<file path="src/design/rsnde_pkg.sv">
// Constants shared by the reset, NMI and debug entry logic
package rsnde_pkg;
   // Clock and timing figures
   localparam int CLK_PERIOD_NS   = 50;
   localparam int RST_MIN_NS      = 100;
   localparam int RST_MIN_EXTRA   = 2;
   localparam int RST_MIN_CYC     = (RST_MIN_NS + CLK_PERIOD_NS - 1) / CLK_PERIOD_NS
                                    + RST_MIN_EXTRA;
   localparam int SYNC_STAGES     = 2;
   // Reset values of state bits
   localparam logic RST_PIN_IDLE  = 1'h1;
   localparam logic NMI_PIN_IDLE  = 1'h1;
   localparam logic SYS_RST_INIT  = 1'h1;
   localparam logic PD_INIT       = 1'h0;
   localparam logic DBG_EN_INIT   = 1'h0;
   localparam logic DBG_ARM_INIT  = 1'h0;
   localparam logic PULSE_INIT    = 1'h0;
endpackage

</file>
<file path="src/design/rsnde_sync_if.sv">
// Interface carrying the reset pin into and out of its synchroniser
`timescale 1ns/1ps
interface rsnde_sync_if;
   logic raw;
   logic synced;
   modport sync (input raw, output synced);
   modport user (output raw, input synced);
endinterface

</file>
<file path="src/design/rsnde_sync.sv">
// Multi-stage synchroniser for the external reset pin
`timescale 1ns/1ps
module rsnde_sync
   import rsnde_pkg::*;
#(
   parameter int STAGES = rsnde_pkg::SYNC_STAGES
) (
   input  wire logic    clk,
   input  wire logic    rst_n,
   rsnde_sync_if.sync   port
);
   typedef struct packed {
      logic [STAGES-1:0] chain;
   } rsnde_sync_s;

   rsnde_sync_s s_q;
   rsnde_sync_s s_d;

   // Fewer than two stages would let metastability reach the logic
   if (STAGES < 2) begin : g_chk
      $error("rsnde_sync needs at least two stages");
   end

   // Shift the pin in; only the last stage is read outside the chain
   always_comb begin
      s_d = s_q;
      s_d.chain = {s_q.chain[STAGES-2:0], port.raw};
   end

   always_ff @(posedge clk or negedge rst_n) begin
      if (!rst_n) begin
         s_q.chain <= {STAGES{RST_PIN_IDLE}};
      end else begin
         s_q <= s_d;
      end
   end

   assign port.synced = s_q.chain[STAGES-1];
endmodule

</file>
<file path="src/design/rsnde_top.sv">
// Reset input, non-maskable interrupt and debug entry control
`timescale 1ns/1ps
// Operation
// - Low reset pin resets the device
// - NMI falling edge raises the trap request
// - Power-down with NMI low enters power-down
// - Power-down with NMI high keeps normal run
// - Test-reset high at reset release enables debug
// - One test-reset low pulse resets debug system
module rsnde_top
   import rsnde_pkg::*;
#(
   parameter int SYNC_N = rsnde_pkg::SYNC_STAGES
) (
   input  wire logic SYS_CLK,
   input  wire logic RESETN,
   input  wire logic EXTERNAL_RESET_PIN_N,
   input  wire logic NMI_PIN_N,
   input  wire logic TEST_RESET_PIN,
   input  wire logic POWER_DOWN_INSTRUCTION,
   output logic      SYS_RESET,
   output logic      NMI_TRAP,
   output logic      POWER_DOWN,
   output logic      DEBUG_ENABLE,
   output logic      DEBUG_SYS_RESET
);
   import rsnde_pkg::*;

   typedef struct packed {
      logic pin_prev;   // Previous synchronised reset pin
      logic sys_rst;    // Confirmed system reset
      logic nmi_prev;   // Previous NMI pin level
      logic nmi_trap;   // Trap request pulse
      logic pd;         // Power-down mode
      logic dbg_en;     // Debug system activated
      logic dbg_arm;    // Waiting for the test-reset low pulse
      logic dbg_rst;    // Debug system reset pulse
   } rsnde_state_s;

   // Registered state, its next value and the link to the synchroniser
   rsnde_state_s  st_q;
   rsnde_state_s  st_d;
   rsnde_sync_if  sif ();
   logic          pin_s;
   logic          release_ev;

   if (SYNC_N < 2) begin : g_chk
      $error("rsnde_top needs SYNC_N of at least two");
   end

   // The raw pin passes only through the synchroniser
   assign sif.raw = EXTERNAL_RESET_PIN_N;
   assign pin_s   = sif.synced;

   // Two or more flip-flops stand between the board pin and the reset filter
   rsnde_sync #(
      .STAGES (SYNC_N)
   ) u_sync (
      .clk   (SYS_CLK),
      .rst_n (RESETN),
      .port  (sif)
   );

   // Release is the first high sample while reset is confirmed
   assign release_ev = st_q.sys_rst && pin_s;

   // Next-state logic for reset, NMI, power-down and debug entry
   always_comb begin
      st_d = st_q;
      // Previous synchronised sample, kept for the pair test below
      st_d.pin_prev = pin_s;
      // Two low samples in a row filter a single-cycle glitch
      if (!pin_s && !st_q.pin_prev) begin
         st_d.sys_rst = 1'h1;
      end else if (pin_s) begin
         // One high sample ends reset; a lone low sample just holds the level
         st_d.sys_rst = 1'h0;
      end
      // The NMI pin is taken as synchronous, so no extra stage delays the trap
      st_d.nmi_prev = NMI_PIN_N;
      // Trap requests are meaningless while the core is in reset
      st_d.nmi_trap = st_q.nmi_prev && !NMI_PIN_N && !st_q.sys_rst;
      // Power-down is a level that only a confirmed reset clears, so the
      // instruction never needs to stand for more than one cycle
      if (st_q.sys_rst) begin
         st_d.pd = PD_INIT;
      end else if (POWER_DOWN_INSTRUCTION && !NMI_PIN_N) begin
         st_d.pd = 1'h1;
      end else begin
         st_d.pd = st_q.pd;
      end
      // Debug enable is captured once per release; the arm bit lets exactly
      // one later test-reset low pulse reset the debug system
      st_d.dbg_rst = 1'h0;
      if (release_ev) begin
         st_d.dbg_en  = TEST_RESET_PIN;
         st_d.dbg_arm = TEST_RESET_PIN;
      end else if (st_q.dbg_arm && !TEST_RESET_PIN && !st_q.sys_rst) begin
         st_d.dbg_arm = 1'h0;
         st_d.dbg_rst = 1'h1;
      end
   end

   // State register; outputs sit directly on its bits
   always_ff @(posedge SYS_CLK or negedge RESETN) begin
      if (!RESETN) begin
         st_q.pin_prev <= RST_PIN_IDLE;
         st_q.sys_rst  <= SYS_RST_INIT;
         st_q.nmi_prev <= NMI_PIN_IDLE;
         st_q.nmi_trap <= PULSE_INIT;
         st_q.pd       <= PD_INIT;
         st_q.dbg_en   <= DBG_EN_INIT;
         st_q.dbg_arm  <= DBG_ARM_INIT;
         st_q.dbg_rst  <= PULSE_INIT;
      end else begin
         st_q <= st_d;
      end
   end

   assign SYS_RESET       = st_q.sys_rst;
   assign NMI_TRAP        = st_q.nmi_trap;
   assign POWER_DOWN      = st_q.pd;
   assign DEBUG_ENABLE    = st_q.dbg_en;
   assign DEBUG_SYS_RESET = st_q.dbg_rst;
endmodule

</file>
<file path="config.mk">
export PLATFORM = sky130hd
export DESIGN_NAME = rsnde_top
export DESIGN_NICKNAME = d
export VERILOG_FILES = /design/src/design/rsnde_pkg.sv /design/src/design/rsnde_sync_if.sv /design/src/design/rsnde_sync.sv /design/src/design/rsnde_top.sv
export SDC_FILE = /design/constraint.sdc
export NUM_CORES = 1
export LEC_CHECK = 0
export BUFFER_PORTS_ARGS = -buffer_cell sky130_fd_sc_hd__buf_4
export CORE_AREA = 2 2 39 41
export CTS_BUF_LIST = sky130_fd_sc_hd__clkbuf_8
export DETAILED_ROUTE_END_ITERATION = 7
export DIE_AREA = 0 0 41 43
export SLEW_MARGIN = 20
export SYNTH_ARGS = -nofsm -noshare
export SYNTH_HDL_FRONTEND = slang
export SYNTH_SLANG_ARGS = --single-unit
</file>
<file path="constraint.sdc">
create_clock -name SYS_CLK -period 2.6 [get_ports SYS_CLK]
set_clock_uncertainty 0.2 [all_clocks]
set_input_delay 0.26 -clock SYS_CLK [delete_from_list [all_inputs] [get_ports SYS_CLK]]
set_output_delay 0.26 -clock SYS_CLK [all_outputs]
set_load 0.005 [all_outputs]
</file>
# After elaboration in Yosys (flattened, before gate mapping)
# Cells that the tools add are included.
dict set report totals {
  reg_bits 10
  word_cells 31
  inputBits 6
}
dict set report classes {
  n_reduce_logical 15
  muxes 7
}
# cell n
set op_table {}
lappend op_table {{logical AND 1 bit} 7}
lappend op_table {{two-way mux 1 bit} 6}
lappend op_table {{nonzero test 2 bit} 3}
lappend op_table {{logical NOT 1 bit} 5}
lappend op_table {{two-way mux 2 bit} 1}

# Logic depth before layout (Yosys ltp)
dict set report logic_depth {
  ltp_word 5
  depth_mapped 2
  mapped_depth_nobuf 2
}

# By module
# A second synthesis with hierarchy kept.
dict set report unflattened {
  hier_cells 21
  area_unflattened_um2 331.6
}
# module area_per_inst_um2 n_inst cells_per_inst
set modules_own_cells {}
lappend modules_own_cells {rsnde_top 279.0 1 19}
lappend modules_own_cells {rsnde_sync 52.6 1 2}

# Worst setup path after synthesis
# No wires, ideal clock.
dict set report synth_timing {
  path_kind {flip-flop to flip-flop}
  startpoint {reg st_q, in the netlist SYS_RESET}
  endpoint {reg st_q, in the netlist DEBUG_ENABLE}
  slack_ps 1383
  path_stages_with_launch 3
  path_buffers 0
  t_arrival_ps 892
  setup_time_ps 125
  period_less_slack_ps 1217
  cell_sequence {dfstp_2 nand2_1 mux2_4}
}
dict set report synth_via {
  elab_chain_cells 1
}
# item line_no
set synth_lines {}
lappend synth_lines {{from (decl)} rsnde_top.sv:41} ;# rsnde_state_s st_q;
lappend synth_lines {{from (signal assigned)} rsnde_top.sv:116} ;# st_q <= st_d;
lappend synth_lines {{logical AND 1 bit} rsnde_top.sv:65} ;# assign release_ev = st_q.sys_rst && pin_s;
# No other way between the ends.
# A chain may end at the register's enable or synchronous reset.

# Final worst setup path
dict set report layout_timing {
  startpoint {reg st_q, in the netlist SYS_RESET}
  endpoint {out SYS_RESET}
}
# item line_no
set layout_rtl {}
lappend layout_rtl {{to (decl)} rsnde_top.sv:21} ;# output logic SYS_RESET,
# No word-level cell between the ends.

==> flow_summary.yaml <==
worst_setup_path:
  crit_path_start_kind: "flop"
  crit_slowest_cell: "dfstp_2"
  required_ns: 2.14
  crit_buf_inv: 1
  endpoint_kind: "output pin"
  worstSetupPathType: "flop to output pin"
  max_stage_delay_ns: 0.57
  arrival_ns: 0.91
  crit_family: "flip-flops"
  path_cells: "buf_4"
  cp_max_fo: 5
final_layout:
  antennaDiodeCount: 0
  final_common_cell: "buf_4"
  fin_area_sq_um: 512
  nFillCells: 134
  drive_gt1_frac: 0.526
  final_cell_mix: "buf_4 (10), dfrtp_1 (5), dfstp_2 (5)"
  layout-area-overhead-vs-synth_pct: 54.3
  layout.nets: 45
sta:
  setup_viol: 0
  drv_slew: 0
  tightest_slew_ns: 0.154
  fin_ws_ns: 1.23
  grt_setup_unrepaired: "false"
  max_freq_ghz: 0.727
  slew_headroom: 0.896
  finalCritPeriodShare: 0.529
  fin_tns_setup_ns: 0
  fin_crit_ns: 1.37
  finalHoldViolations: 0
routing:
  met1Wirelength_um: 266
  avgRoutedWirePerCell_um: 10.5
  met2_length_um: 250
  num_vias: 210
  viasPerCell: 3.89
  drc: 0
  first_pass_iters: 2
  highest_layer: "met3"
  ant_nets: 0
  totalWireLength_um: 566
  drt-initial-drc-count: 1
  met3_length_um: 49
placed_design:
  port_buffers: 10
  dp_slack_ns: 1.34
  place.gp.congestion: 0.574
  hpwlAfterDp_um: 424
  placed_area_sq_um: 427
clock_tree:
  post_cts_buffers: 0
  cts_buffers: 3
  cts_sinks: 10
  h-tree-depth: 1
  cts_hold_buf: 3
  cts_tree: "built"
  root_buffer: "clkbuf_8"
  clk_latency_ns: 0.23
  clk_path_buf_depth: 2
  clk_pin_slew_worst_paths_ns: 0.05
  ctsResizeCount: 0
yosys:
  synth_compound_gate_area_share: 0.0528
  yosys-top-cells-area: "dfstp_2 (40%), dfrtp_1 (38%), mux2_4 (4.5%), nor3b_1 (4.5%), mux2i_1 (3.0%)"
  yosysSeqAreaShare: 0.774
  synth_mux_area_frac: 0.0755
  synth_warnings: 0
  synth_area_per_cell_sq_um: 15.8
  syn-num-nets: 27
  yosys.area.top_type_share: 0.396
  synth_simple_gate_area_share: 0.0868
  yosysUniqueCellTypes: 11
  synth_top_family_by_area: "simple AND/OR/NAND/NOR gates"
  synth_xor_area_frac: 0
  synth.cell_area_sq_um: 332
  synthAdderAreaFrac: 0
  syn-instance-count: 21
  synth_top_area_cell: "dfstp_2"
  synth-seq-cells: 10
floorplanning:
  num_rows: 14
  die-area_sq_um: 1760
  initial_utilization: 0.240
  core_sq_um: 1380
  dieHeight_um: 43
  die_w_um: 41
  io_pins: 11
grt:
  antenna_found_initial: 0
  grt_pass1_wl_um: 938
  grt_overflow: 0
  grtUsageTotal: 0.0826
  grt_pass1_vias: 230
  grt_max_degree: 11
pwr:
  leakage_uw: 0.000239
  p_per_area_nw_per_um2: 789
  ir_drop_uv: 295
min_path:
  hold_path.class: "primary input to flop"
outcome:
  status: "completed"
job:
  cap_viol_max_count: 0
registers in the layout (all words and copies together), names as in the netlist:
register and flops:
NMI_TRAP 1, DEBUG_SYS_RESET 1, DEBUG_ENABLE 1, st_q 3, SYS_RESET 1, POWER_DOWN 1, u_sync.s_q 2
report_power, final:
group	internal (uW)	total [uW]	leakage [uW]	switching, uW
combinational	24.9	37.7	0.0000936	12.8
sequential	172	179	0.000117	7.19
clock	133	187	0.0000288	54.6
layout make-up:
cell class                      count  area (sq um)  area share
Clock buffer                        4          55.1       0.108
Multi-Input combinational cell     10          71.3       0.139
Sequential cell                    10           256       0.501
Tap cell                           16          20.0      0.0391
Timing Repair Buffer               13           105       0.205
Inverter                            1          3.75     0.00733
per-stage QoR:
| step | util | hold slack (ns) | cells | power (uW) |
|---|---|---|---|---|
| 3_3_place_gp | 0.308 | -0.116 | 47 | 214 |
| 6_report | 0.370 | 0.0200 | 54 | 404 |
| 3_5_place_dp | 0.308 | -0.108 | 47 | 216 |
| 2_1_floorplan | - | -0.236 | 21 | 192 |
| 5_1_grt | 0.370 | 0.0266 | 54 | 424 |
| 4_1_cts | 0.370 | 0.0166 | 54 | 412 |
Yosys cell counts:
| library cell | n |
|---|---|
| dfrtp_1 | 5 |
| dfstp_2 | 5 |
| nand2_1 | 2 |
| nor3b_1 | 2 |
| a21oi_1 | 1 |
| inv_1 | 1 |
| mux2_4 | 1 |
| mux2i_1 | 1 |
| nor2b_1 | 1 |
| o21a_1 | 1 |
| o21ai_0 | 1 |
cell families after synthesis:
logic type | Yosys count
AOI/OAI and AO/OA | 3
DFF | 10
muxes | 2
buffers and inverters | 1
and+or+nand+nor | 5
worst paths after layout:
kind / from / endpoint / slack (ns) / depth (start not counted)
max: SYS_RESET / SYS_RESET / 1.23 / 1
max in group asynchronous: RESETN / st_q[7] / 1.78 / 2
min: TEST_RESET_PIN / DEBUG_SYS_RESET / 0.02 / 2
min reg2reg: u_sync.s_q[0] / u_sync.s_q[1] / 0.15 / 0
min in group asynchronous: RESETN / NMI_TRAP / 0.20 / 2
max reg2reg: SYS_RESET / DEBUG_ENABLE / 1.35 / 2
layer usage:
layer  vias to the layer above  GRT usage
met5                         -          0
met4                         0     0.0600
met3                         0     0.0314
met2                        11      0.106
met1                        96      0.108
li1                        103          -
Note: power is estimated with default switching activity, not from simulation.
